<file path="config.mk">
export PLATFORM = sky130hd
export DESIGN_NAME = evfh_top
export DESIGN_NICKNAME = d
export VERILOG_FILES = /design/src/rtl/evfh_pkg.sv /design/src/rtl/evfh_edge_detect.sv /design/src/rtl/evfh_prio.sv /design/src/rtl/evfh_top.sv
export VERILOG_INCLUDE_DIRS = /design/src /design/src/rtl
export SDC_FILE = /design/constraint.sdc
export NUM_CORES = 1
export LEC_CHECK = 0
export BUFFER_PORTS_ARGS = -buffer_cell sky130_fd_sc_hd__clkbuf_2
export CAP_MARGIN = 20
export CORE_MARGIN = 2
export CORE_UTILIZATION = 45
export CTS_CLUSTER_SIZE = 16
export DETAILED_ROUTE_END_ITERATION = 8
export PLACE_DENSITY = 0.8
export SLEW_MARGIN = 20
export SYNTH_ARGS = -nofsm -noshare
export SYNTH_HDL_FRONTEND = slang
export SYNTH_SLANG_ARGS = --single-unit
</file>
<file path="constraint.sdc">
create_clock -name CLK -period 3.5 [get_ports CLK]
set_clock_uncertainty 0.2 [all_clocks]
set_input_delay 0.7 -clock CLK [delete_from_list [all_inputs] [get_ports CLK]]
set_output_delay 0.7 -clock CLK [all_outputs]
set_load 0.01 [all_outputs]
</file>
<file path="src/rtl/evfh_cfg.svh">
// Register offsets, reset values and field positions of the event flag handler
`ifndef EVFH_CFG_SVH
`define EVFH_CFG_SVH
`define EVFH_OFS_FLAGS 4'h0
`define EVFH_OFS_ENABLE 4'h4
`define EVFH_OFS_TOP 4'h8
`define EVFH_OFS_SUMMARY 4'hc
`define EVFH_RST_FLAGS 8'h00
`define EVFH_RST_ENABLE 8'h00
`define EVFH_RST_TOP 8'hff
`define EVFH_RST_SUMMARY 2'h0
`define EVFH_CODE_NONE 8'hff
`define EVFH_SUM_HIGH 1
`define EVFH_SUM_LOW 0
`define EVFH_RESP_OKAY 2'h0
`define EVFH_RESP_SLVERR 2'h2
`define EVFH_ADDR_LSB 2
`define EVFH_ADDR_MSB 3
`endif

</file>
<file path="src/rtl/evfh_pkg.sv">
// Types shared by the event flag handler modules
package evfh_pkg;
    typedef enum logic [1:0] {
        EVFH_W_IDLE,
        EVFH_W_RESP
    } evfh_wstate_t;
    typedef logic [7:0] evfh_byte_t;
endpackage

</file>
<file path="src/rtl/evfh_edge_detect.sv">
// Source sampling and rising edge detection
`timescale 1ns/1ps
`default_nettype none
module evfh_edge_detect import evfh_pkg::*; #(
    parameter int N = 8
) (
    input wire logic clk,
    input wire logic rst_n,
    input wire logic [N-1:0] src,
    output logic [N-1:0] rise
);
    logic [N-1:0] samp_ff;
    logic [N-1:0] prev_ff;
    // Sample on the system clock, then compare with the previous sample
    always_ff @(posedge clk or negedge rst_n) begin
        if (!rst_n) begin
            samp_ff <= '0;
            prev_ff <= '0;
        end else begin
            samp_ff <= src;
            prev_ff <= samp_ff;
        end
    end
    assign rise = samp_ff & ~prev_ff;
endmodule // evfh_edge_detect
`default_nettype wire

</file>
<file path="src/rtl/evfh_prio.sv">
// Highest pending event encoder
`timescale 1ns/1ps
`default_nettype none
`include "evfh_cfg.svh"
module evfh_prio import evfh_pkg::*; (
    input wire logic [7:0] flags,
    output logic [7:0] code
);
    always_comb begin
        code = `EVFH_CODE_NONE;
        // Lowest index first so the highest index wins
        for (int i = 0; i < 8; i++) begin
            if (flags[i]) begin
                code = 8'(i);
            end
        end
    end
endmodule // evfh_prio
`default_nettype wire

</file>
<file path="src/rtl/evfh_top.sv">
// Event flag handler with AXI4-Lite register access
//
// Functional notes
// - One flag bit per source in an eight-bit register, bit n for source n.
// - A flag sets only on an enabled rising edge of its source.
// - Writing one to a flag bit clears it; flags read back their state.
// - Writing zero to a flag bit leaves it unchanged.
// - Sources 7..4 form the high group, sources 3..0 the low group.
// - Read-write enable register, one bit per source, resets to zero.
// - Top code register gives highest pending source, all ones when idle.
// - Summary bit 1 shows high group pending, bit 0 low group; rest zero.
// - Each group drives its own core event line.
// - Source lines are sampled on the system clock before edge detection.
// - An enabled rising source raises a core event held until software clears it.
// - Reset clears flags and summary and sets the top code to all ones.
// - Events only wake the core or feed jump-on-event; no vector jump.
// - A pending event wakes the halted core, which continues in sequence.
`timescale 1ns/1ps
`default_nettype none
`include "evfh_cfg.svh"
module evfh_top import evfh_pkg::*; #(
    parameter int N_SRC = 8
) (
    input wire logic CLK,
    input wire logic NRST,
    input wire logic [N_SRC-1:0] EVENT_SRC,
    output logic CORE_EVENT_LINE_A,
    output logic CORE_EVENT_LINE_B,
    output logic CORE_WAKE,
    input wire logic [31:0] S_AXI_AWADDR,
    input wire logic S_AXI_AWVALID,
    output logic S_AXI_AWREADY,
    input wire logic [31:0] S_AXI_WDATA,
    input wire logic [3:0] S_AXI_WSTRB,
    input wire logic S_AXI_WVALID,
    output logic S_AXI_WREADY,
    output logic [1:0] S_AXI_BRESP,
    output logic S_AXI_BVALID,
    input wire logic S_AXI_BREADY,
    input wire logic [31:0] S_AXI_ARADDR,
    input wire logic S_AXI_ARVALID,
    output logic S_AXI_ARREADY,
    output logic [31:0] S_AXI_RDATA,
    output logic [1:0] S_AXI_RRESP,
    output logic S_AXI_RVALID,
    input wire logic S_AXI_RREADY
);
    // ----------------------------------------
    // Reset release
    // ----------------------------------------
    logic [1:0] rst_sync_ff;
    logic rst_n;
    always_ff @(posedge CLK or negedge NRST) begin
        if (!NRST) begin
            rst_sync_ff <= 2'h0;
        end else begin
            rst_sync_ff <= {rst_sync_ff[0], 1'b1};
        end
    end
    assign rst_n = rst_sync_ff[1];

    // ----------------------------------------
    // Address decode helper
    // ----------------------------------------
    function automatic logic [3:0] reg_ofs(input logic [31:0] a);
        reg_ofs = {a[`EVFH_ADDR_MSB:`EVFH_ADDR_LSB], 2'h0};
    endfunction
    function automatic logic addr_ok(input logic [31:0] a);
        addr_ok = (a[31:`EVFH_ADDR_MSB+1] == '0) && (a[1:0] == 2'h0);
    endfunction

    // ----------------------------------------
    // Edge detection and priority
    // ----------------------------------------
    logic [N_SRC-1:0] rise;
    evfh_edge_detect #(.N(N_SRC)) u_edge (
        .clk(CLK),
        .rst_n(rst_n),
        .src(EVENT_SRC),
        .rise(rise)
    );

    logic [7:0] event_pending_flags_ff;
    logic [7:0] nxt_event_pending_flags;
    logic [7:0] event_source_enable_ff;
    logic [7:0] event_top_code_ff;
    logic [1:0] event_level_summary_ff;
    logic [7:0] top_code;
    evfh_prio u_prio (
        .flags(nxt_event_pending_flags),
        .code(top_code)
    );

    // ----------------------------------------
    // AXI4-Lite write channel
    // ----------------------------------------
    evfh_wstate_t wstate_ff;
    logic aw_held_ff;
    logic w_held_ff;
    logic [31:0] awaddr_ff;
    logic [31:0] wdata_ff;
    logic [3:0] wstrb_ff;
    logic aw_take;
    logic w_take;
    logic wr_fire;
    logic [7:0] clear_mask;
    logic [7:0] wr_byte;

    assign aw_take = S_AXI_AWVALID && S_AXI_AWREADY;
    assign w_take = S_AXI_WVALID && S_AXI_WREADY;
    assign wr_fire = (wstate_ff == EVFH_W_IDLE) && aw_held_ff && w_held_ff;
    assign wr_byte = wdata_ff[7:0];

    always_ff @(posedge CLK or negedge rst_n) begin
        if (!rst_n) begin
            aw_held_ff <= 1'b0;
            awaddr_ff <= '0;
            S_AXI_AWREADY <= 1'b0;
        end else begin
            if (aw_take) begin
                aw_held_ff <= 1'b1;
                awaddr_ff <= S_AXI_AWADDR;
            end else if (wr_fire) begin
                aw_held_ff <= 1'b0;
            end
            S_AXI_AWREADY <= !aw_held_ff && !aw_take
                && (wstate_ff == EVFH_W_IDLE);
        end
    end

    always_ff @(posedge CLK or negedge rst_n) begin
        if (!rst_n) begin
            w_held_ff <= 1'b0;
            wdata_ff <= '0;
            wstrb_ff <= '0;
            S_AXI_WREADY <= 1'b0;
        end else begin
            if (w_take) begin
                w_held_ff <= 1'b1;
                wdata_ff <= S_AXI_WDATA;
                wstrb_ff <= S_AXI_WSTRB;
            end else if (wr_fire) begin
                w_held_ff <= 1'b0;
            end
            S_AXI_WREADY <= !w_held_ff && !w_take
                && (wstate_ff == EVFH_W_IDLE);
        end
    end

    always_ff @(posedge CLK or negedge rst_n) begin
        if (!rst_n) begin
            wstate_ff <= EVFH_W_IDLE;
            S_AXI_BVALID <= 1'b0;
            S_AXI_BRESP <= `EVFH_RESP_OKAY;
        end else begin
            case (wstate_ff)
                EVFH_W_IDLE: begin
                    if (wr_fire) begin
                        wstate_ff <= EVFH_W_RESP;
                        S_AXI_BVALID <= 1'b1;
                        S_AXI_BRESP <= addr_ok(awaddr_ff)
                            ? `EVFH_RESP_OKAY : `EVFH_RESP_SLVERR;
                    end
                end
                default: begin
                    if (S_AXI_BREADY) begin
                        wstate_ff <= EVFH_W_IDLE;
                        S_AXI_BVALID <= 1'b0;
                    end
                end
            endcase
        end
    end

    // ----------------------------------------
    // Registers
    // ----------------------------------------
    always_comb begin
        clear_mask = 8'h00;
        if (wr_fire && addr_ok(awaddr_ff) && wstrb_ff[0]
            && reg_ofs(awaddr_ff) == `EVFH_OFS_FLAGS) begin
            clear_mask = wr_byte;
        end
    end

    // Set wins over clear in the same cycle
    assign nxt_event_pending_flags = (event_pending_flags_ff & ~clear_mask)
        | (rise & event_source_enable_ff);

    always_ff @(posedge CLK or negedge rst_n) begin
        if (!rst_n) begin
            event_pending_flags_ff <= `EVFH_RST_FLAGS;
        end else begin
            event_pending_flags_ff <= nxt_event_pending_flags;
        end
    end

    always_ff @(posedge CLK or negedge rst_n) begin
        if (!rst_n) begin
            event_source_enable_ff <= `EVFH_RST_ENABLE;
        end else if (wr_fire && addr_ok(awaddr_ff) && wstrb_ff[0]
            && reg_ofs(awaddr_ff) == `EVFH_OFS_ENABLE) begin
            event_source_enable_ff <= wr_byte;
        end
    end

    // Status mirrors follow the flags in the same edge
    always_ff @(posedge CLK or negedge rst_n) begin
        if (!rst_n) begin
            event_top_code_ff <= `EVFH_RST_TOP;
            event_level_summary_ff <= `EVFH_RST_SUMMARY;
        end else begin
            event_top_code_ff <= top_code;
            event_level_summary_ff[`EVFH_SUM_HIGH] <=
                |nxt_event_pending_flags[7:4];
            event_level_summary_ff[`EVFH_SUM_LOW] <=
                |nxt_event_pending_flags[3:0];
        end
    end

    // ----------------------------------------
    // Core event lines
    // ----------------------------------------
    // Level outputs only; no vector or program counter change
    always_ff @(posedge CLK or negedge rst_n) begin
        if (!rst_n) begin
            CORE_EVENT_LINE_A <= 1'b0;
            CORE_EVENT_LINE_B <= 1'b0;
            CORE_WAKE <= 1'b0;
        end else begin
            CORE_EVENT_LINE_A <= |nxt_event_pending_flags[7:4];
            CORE_EVENT_LINE_B <= |nxt_event_pending_flags[3:0];
            CORE_WAKE <= |nxt_event_pending_flags;
        end
    end

    // ----------------------------------------
    // AXI4-Lite read channel
    // ----------------------------------------
    logic ar_take;
    logic [31:0] rd_word;
    assign ar_take = S_AXI_ARVALID && S_AXI_ARREADY;

    always_comb begin
        rd_word = 32'h0000_0000;
        if (reg_ofs(S_AXI_ARADDR) == `EVFH_OFS_FLAGS) begin
            rd_word = {24'h00_0000, event_pending_flags_ff};
        end else if (reg_ofs(S_AXI_ARADDR) == `EVFH_OFS_ENABLE) begin
            rd_word = {24'h00_0000, event_source_enable_ff};
        end else if (reg_ofs(S_AXI_ARADDR) == `EVFH_OFS_TOP) begin
            rd_word = {24'h00_0000, event_top_code_ff};
        end else begin
            rd_word = {30'h0000_0000, event_level_summary_ff};
        end
    end

    always_ff @(posedge CLK or negedge rst_n) begin
        if (!rst_n) begin
            S_AXI_ARREADY <= 1'b0;
            S_AXI_RVALID <= 1'b0;
            S_AXI_RDATA <= '0;
            S_AXI_RRESP <= `EVFH_RESP_OKAY;
        end else begin
            S_AXI_ARREADY <= !S_AXI_RVALID && !ar_take;
            if (ar_take) begin
                S_AXI_RVALID <= 1'b1;
                if (addr_ok(S_AXI_ARADDR)) begin
                    S_AXI_RDATA <= rd_word;
                    S_AXI_RRESP <= `EVFH_RESP_OKAY;
                end else begin
                    S_AXI_RDATA <= '0;
                    S_AXI_RRESP <= `EVFH_RESP_SLVERR;
                end
            end else if (S_AXI_RVALID && S_AXI_RREADY) begin
                S_AXI_RVALID <= 1'b0;
            end
        end
    end
endmodule // evfh_top
`default_nettype wire

</file>
==> After elaboration in Yosys (flattened, before gate mapping) <==
Cells that the tools add are included.
{ "word_totals": {"in_bits": 115, "latch_bits": 0, "output_inout_bits": 44, "register_bits": 133, "rom_bits": 0, "mem_bits_rw": 0, "memories": 0} }
{ "op_classes": {"n_bitwise": 6, "n_shift": 0, "magnitude_cmp": 0, "n_mul": 0, "addsub": 0, "div_mod_pow": 0, "n_eq_ne": 4, "reduce_logical": 39, "n_mux": 26} }
{ "ops": {"columns": ["op", "count"], "rows": [
  ["two-way mux 32 bit", 3],
  ["two-way mux 8 bit", 10],
  ["logical NOT 28 bit", 2],
  ["AND 8 bit", 3],
  ["logical AND 1 bit", 17],
  ["NOT 8 bit", 2],
  ["logical NOT 2 bit", 5],
  ["two-way mux 2 bit", 5],
  ["two-way mux 1 bit", 8],
  ["bitwise OR 8 bit", 1],
  ["nonzero test 2 bit", 4],
  ["OR reduction 4 bit", 2],
  ["OR reduction 8 bit", 1],
  ["logical NOT 1 bit", 6],
  ["equality test 2 x 1 -> 1 bit (second input constant)", 2],
  ["AND reduction 2 bit", 2],
  ["equality test 2 bit (second input constant)", 1],
  ["inequality test 2 bit (second input constant)", 1]
]} }

==> Depth between registers and ports, before layout <==
{ "depth": {"ltp_word": 18, "depth_mapped": 7, "ltp_nobuf": 7} }

==> Cells and area by module <==
A second synthesis with hierarchy kept.
{ "unflattened": {"hier_cells": 333, "hier_area_um2": 4411.7} }
{ "by_module_without_submodules": {"columns": ["mod", "instances", "cells_per_inst", "area_each_um2"], "rows": [
  ["evfh_top", 1, 291, 3787.4],
  ["evfh_edge_detect", 1, 24, 510.5],
  ["evfh_prio", 1, 18, 113.9]
]} }

==> Worst setup path after synthesis <==
No wires, ideal clock.
{ "synth_path": {"path_type": "register to register", "start": "register awaddr_ff[6]", "end": "register event_top_code_ff[0]", "required_time_ps": 3206, "n_path_buf": 0, "period_less_slack_ps": 2335, "stages_incl_launch_ff": 8, "arrival_time_ps": 2041, "path_slack_ps": 1165, "cell_sequence": "dfrtp_1 > nor4_2 > nand4_2 > nor4_4 > nand2_2 > a21o_1 > nor2b_1 > or4_1"} }
{ "synth_between": {"word_cells_on_any_way": 17, "classes_between": "9 x mux; 3 x bitwise; 5 x reduce/logical"} }
{ "synth_lines": {"columns": ["element", "line_no", "source"], "rows": [
  ["start, declared", "evfh_top.sv:100", "logic [31:0] awaddr_ff;"],
  ["start signal, assigned", "evfh_top.sv:117", "awaddr_ff <= '0;"],
  ["start signal, assigned", "evfh_top.sv:122", "awaddr_ff <= S_AXI_AWADDR;"],
  ["logical NOT 28 bit", "evfh_top.sv:69", "addr_ok = (a[31:`EVFH_ADDR_MSB+1] == '0) && (a[1:0] == 2'h0);"],
  ["logical AND 1 bit", "evfh_top.sv:69", null],
  ["logical AND 1 bit (2 in series)", "evfh_top.sv:180", "if (wr_fire && addr_ok(awaddr_ff) && wstrb_ff[0]"],
  ["logical AND 1 bit (no line)", null, null],
  ["two-way mux 8 bit", "evfh_top.sv:180", null],
  ["NOT 8 bit", "evfh_top.sv:187", "assign nxt_event_pending_flags = (event_pending_flags_ff & ~clear_mask)"],
  ["AND 8 bit", "evfh_top.sv:187", null],
  ["bitwise OR 8 bit", "evfh_top.sv:188", "| (rise & event_source_enable_ff);"],
  ["net nxt_event_pending_flags[5]", "evfh_top.sv:84", "logic [7:0] nxt_event_pending_flags;"],
  ["two-way mux 8 bit (3 in series)", "evfh_prio.sv:13", "if (flags[i]) begin"],
  ["net top_code[0]", "evfh_top.sv:88", "logic [7:0] top_code;"],
  ["end signal, assigned", "evfh_top.sv:210", "event_top_code_ff <= `EVFH_RST_TOP;"],
  ["end signal, assigned", "evfh_top.sv:213", "event_top_code_ff <= top_code;"],
  ["end, declared", "evfh_top.sv:86", "logic [7:0] event_top_code_ff;"]
]} }
The timed path passes the listed nets, and every way through them passes these cells.
A chain may end at the register's enable or synchronous reset.

==> Worst setup path in the final report <==
{ "layout_path": {"start": "register awaddr_ff[22]", "end": "register CORE_WAKE"} }
{ "layout_between": {"elab_chain_len": 10} }
{ "layout_lines": {"columns": ["element", "line_no", "source"], "rows": [
  ["logical NOT 28 bit", "evfh_top.sv:69", null],
  ["logical AND 1 bit", "evfh_top.sv:69", null],
  ["logical AND 1 bit (2 in series)", "evfh_top.sv:180", null],
  ["logical AND 1 bit (no line)", null, null],
  ["two-way mux 8 bit", "evfh_top.sv:180", null],
  ["NOT 8 bit", "evfh_top.sv:187", null],
  ["AND 8 bit", "evfh_top.sv:187", null],
  ["bitwise OR 8 bit", "evfh_top.sv:188", null],
  ["net nxt_event_pending_flags[4]", "evfh_top.sv:84", null],
  ["OR reduction 8 bit", "evfh_top.sv:233", "CORE_WAKE <= |nxt_event_pending_flags;"],
  ["end signal, assigned", "evfh_top.sv:233", null],
  ["end, declared", "evfh_top.sv:29", "output logic CORE_WAKE,"]
]} }
The timed path passes the listed nets, and every way through them passes these cells.

==> impl_results.md <==
* Result of the run: completed
* Hpwl dp at 6370 um
* Setup violators final at 0
* Final instance area at 4830 um^2
* PD cells at 595 nW/um^2
* Layout area overhead at 18.2%
* Area of the mapped netlist at 4090 um^2
* Post-synth EDFFs at 0
* Detail-routed net length per standard cell at 14.8 um
* Static Leak at 0.00238 uW
* Cells taking the most area after synthesis: sky130_fd_sc_hd__dfrtp_1, sky130_fd_sc_hd__mux2_2, sky130_fd_sc_hd__buf_4, sky130_fd_sc_hd__dfstp_2, sky130_fd_sc_hd__nand2_1
* Detailed route wirelength on metal2 at 4110 um
* CP arrival at 2.80 ns
* Worst rel slew slack at 54.8%
* Highest clock rate at 355 MHz
* Vias in the first global route at 2899
* Root Buffer Master: sky130_fd_sc_hd__clkbuf_8
* Mapped Cells at 318
* Largest stage delay, worst path at 0.60 ns
* Slew at the pin closest to its max-slew limit at 0.679 ns
* Pre-antenna DRT Iters at 4
* Area of placed instances at 4660 um^2
* Final weighted congestion in routability-driven placement at 0.793
* Maximum level of the CTS H-tree at 3
* Part of the total power dissipated in combinational logic at 20.8%
* Proportion of power drawn by the clock network at 22.4%
* Final non-filler cell total at 545
* Flop and latch count out of synthesis at 99
* Worst-case vdd ir drop at 0.000410 V
* Startpoint kind of the worst setup timing path: register
* Insertion delay of the later-clocked pin in the worst-skew pair at 0.35 ns
* Top flip-flop cell by instance count after synthesis: sky130_fd_sc_hd__dfrtp_1
* Library cell with the largest summed area after synthesis: sky130_fd_sc_hd__dfrtp_1
* Maximum clock insertion buffer count at 2
* Core box area at 8760 um^2
* Pwr Total at 2870 uW
* Initial antenna violation count at 0
* Crit path capture: CORE_WAKE
* Final Hold Fails at 0
* Register area at 2490 um^2
* Layout Nets at 547
* Wire length on met1 at 3090 um
* R2r worst-path depth at 6
* Required time of the critical path at 3.49 ns
* Min-delay worst type: reg2reg
* Yosys synthesis warning count at 0
* Post-synth top cells: sky130_fd_sc_hd__dfrtp_1, sky130_fd_sc_hd__mux2_2, sky130_fd_sc_hd__buf_4
* Critical path peak fanout at 5
* Number of distinct library cell variants in the gate-level netlist after synthesis at 39
* Number of post-CTS setup repair buffers at 0
* Seq pwr share at 56.8%
* Max layer used: met4
* WP buf/inv at 0
* TritonCTS clock tree: yes
* Ratio of final minimum period to clock period at 80.4%
* Highest-delay cell along the critical path: sky130_fd_sc_hd__nor4_1
* Horizontal extent of the die at 99.3 um
* Clock-pin slew of the registers on the worst-case setup and hold paths at 0.10 ns
* Total CTS buffers at 9
* Die Ht at 99.3 um
* Sum Neg Setup Slack at 0 ns
* # DRC at 0
* Number of fillers in the final layout at 753
* Crit. End Element: register
* Minimum period implied by the final worst setup slack at 2.82 ns
* Overflow left after global routing at 0
* Cell count after placement at 528
* Area of the multi-input gates at 1440 um^2
* Final antenna-violating net count at 0
* Standard-cell rows at 34
* Power spent charging and discharging nets at 840 uW
* Reg2reg end: CORE_WAKE
* Share of post-route cells with drive strength above 1 at 41.9%
* R2R Setup Slk at 0.68 ns
* Family with the most delay on the worst path: simple AND/OR/NAND/NOR gates
* Start-to-end type of the worst setup path: reg2reg
* Source of the worst register-to-register timing path: awaddr_ff[22]
* Global-route wire length before repair at 13400 um
* Proportion of netlist area held by the largest area contributor at 58.1%
* Share of flip-flops with an asynchronous set or reset after synthesis at 100%
* Critical path startpoint: awaddr_ff[22]
* Crit path cell chain: nor4_1 > nand3_1 > o41ai_1 > nand2_1 > a211oi_1 > nand4_1
* RSZ-0062 raised after global routing: no
* Average size of a mapped cell at 12.9 um^2
* Average vias per placed instance at 5.11
* Switching Fraction at 29.2%
* Power Internal at 2030 uW
* Number of top-level design ports at 159
* Routed wire length on met3 at 794 um
* Crit path depth at 6
* Total routing usage reported by global routing at 17.3%
* Die area at 9870 um^2
* Max-cap violations at 0
* Min Hold Slack at 0.156 ns
* Initial standard-cell utilization of the core at 46.7%
* Pins over their slew limit at 0
* Most repeated cell in the gate-level netlist after synthesis: sky130_fd_sc_hd__dfrtp_1
* Pin count of the biggest net entering global routing at 56
* Final antenna diode count at 0
* Clock Sink Count at 99
* Port-buffer cells at 105
* Detailed Route WL at 8060 um
* Sequential element share of the synthesized area at 60.7%
* Via Count at 2783
* DRC marker count from the first detailed-route iteration at 132
-- state kept, by name, indices dropped and copies added (netlist names), 2 cells and up --
| signal | flops |
|---|---|
| S_AXI_RDATA | 8 |
| awaddr_ff | 32 |
| event_pending_flags_ff | 8 |
| event_source_enable_ff | 8 |
| event_top_code_ff | 4 |
| rst_sync_ff | 2 |
| u_edge.prev_ff | 8 |
| u_edge.samp_ff | 8 |
| wdata_ff | 8 |
-- layout by cell type, fill, tap and decap left out, drive strengths merged, types with 5 or more instances in the layout --
cell	synthesis	routed
nand3b	5	5
nand4	6	6
o41ai	5	5
o21ai	16	16
nand2	25	25
nor4	14	14
clkbuf	2	115
mux2	44	44
nor2	9	9
inv	13	15
nand3	5	5
a22o	8	8
dfrtp	95	95
conb	2	27
a21oi	10	10
-- repair_timing --
action                                 CTS  global route
resized for setup                        0             0
endpoints found under the hold margin    2             0
hold buffers                             1             0
-- cell families after synthesis --
group	share of synthesized area [%]
compound gates	7.65
flops	60.7
other cells	0.184
mux	13.5
buf+inv	6.43
simple gates	11.6
-- stage by stage --
step / setup slack (ns) / utilization, %
finish: 0.685 / 55.2
global route: 0.381 / 55.2
CTS: 0.676 / 55.2
detailed placement: 0.662 / 53.1
global placement: 0.748 / 53.1
floorplan: 0.345 / -
-- worst min path at each step --
stage                              start        endpoint  slack [ns]  cells after the start
after floorplan           rst_sync_ff[0]  rst_sync_ff[1]        0.13                      0
after global placement    rst_sync_ff[0]  rst_sync_ff[1]        0.14                      0
after detailed placement  rst_sync_ff[0]  rst_sync_ff[1]        0.14                      0
after CTS                 rst_sync_ff[0]  rst_sync_ff[1]        0.16                      0
after global routing      rst_sync_ff[0]  rst_sync_ff[1]        0.17                      0
final                     rst_sync_ff[0]  rst_sync_ff[1]        0.16                      0
-- power by group through the flow --
| stage | Combinational [uW] | Clock, uW | Sequential (uW) |
|---|---|---|---|
| 5_1_grt | 668 | 705 | 1680 |
| 3_3_place_gp | 578 | 0 | 1640 |
| 2_1_floorplan | 461 | 0 | 1620 |
| 6_report | 598 | 643 | 1630 |
| 3_5_place_dp | 610 | 0 | 1660 |
| 4_1_cts | 613 | 669 | 1640 |
-- cell type report --
cell class | instances | share of cell area [%]
Inverter | 13 | 1.01
Timing Repair Buffer | 109 | 11.5
Multi-Input combinational cell | 200 | 29.7
Clock buffer | 10 | 2.64
Clock inverter | 6 | 0.828
Sequential cell | 99 | 51.4
Tap cell | 108 | 2.80
-- routing by layer --
metal	track usage [%]	vias up
met3	6.47	6
met5	0	-
met4	3.79	0
met1	19.6	1342
met2	31.2	124
li1	-	1311
Power figures use the tool's default switching activity.
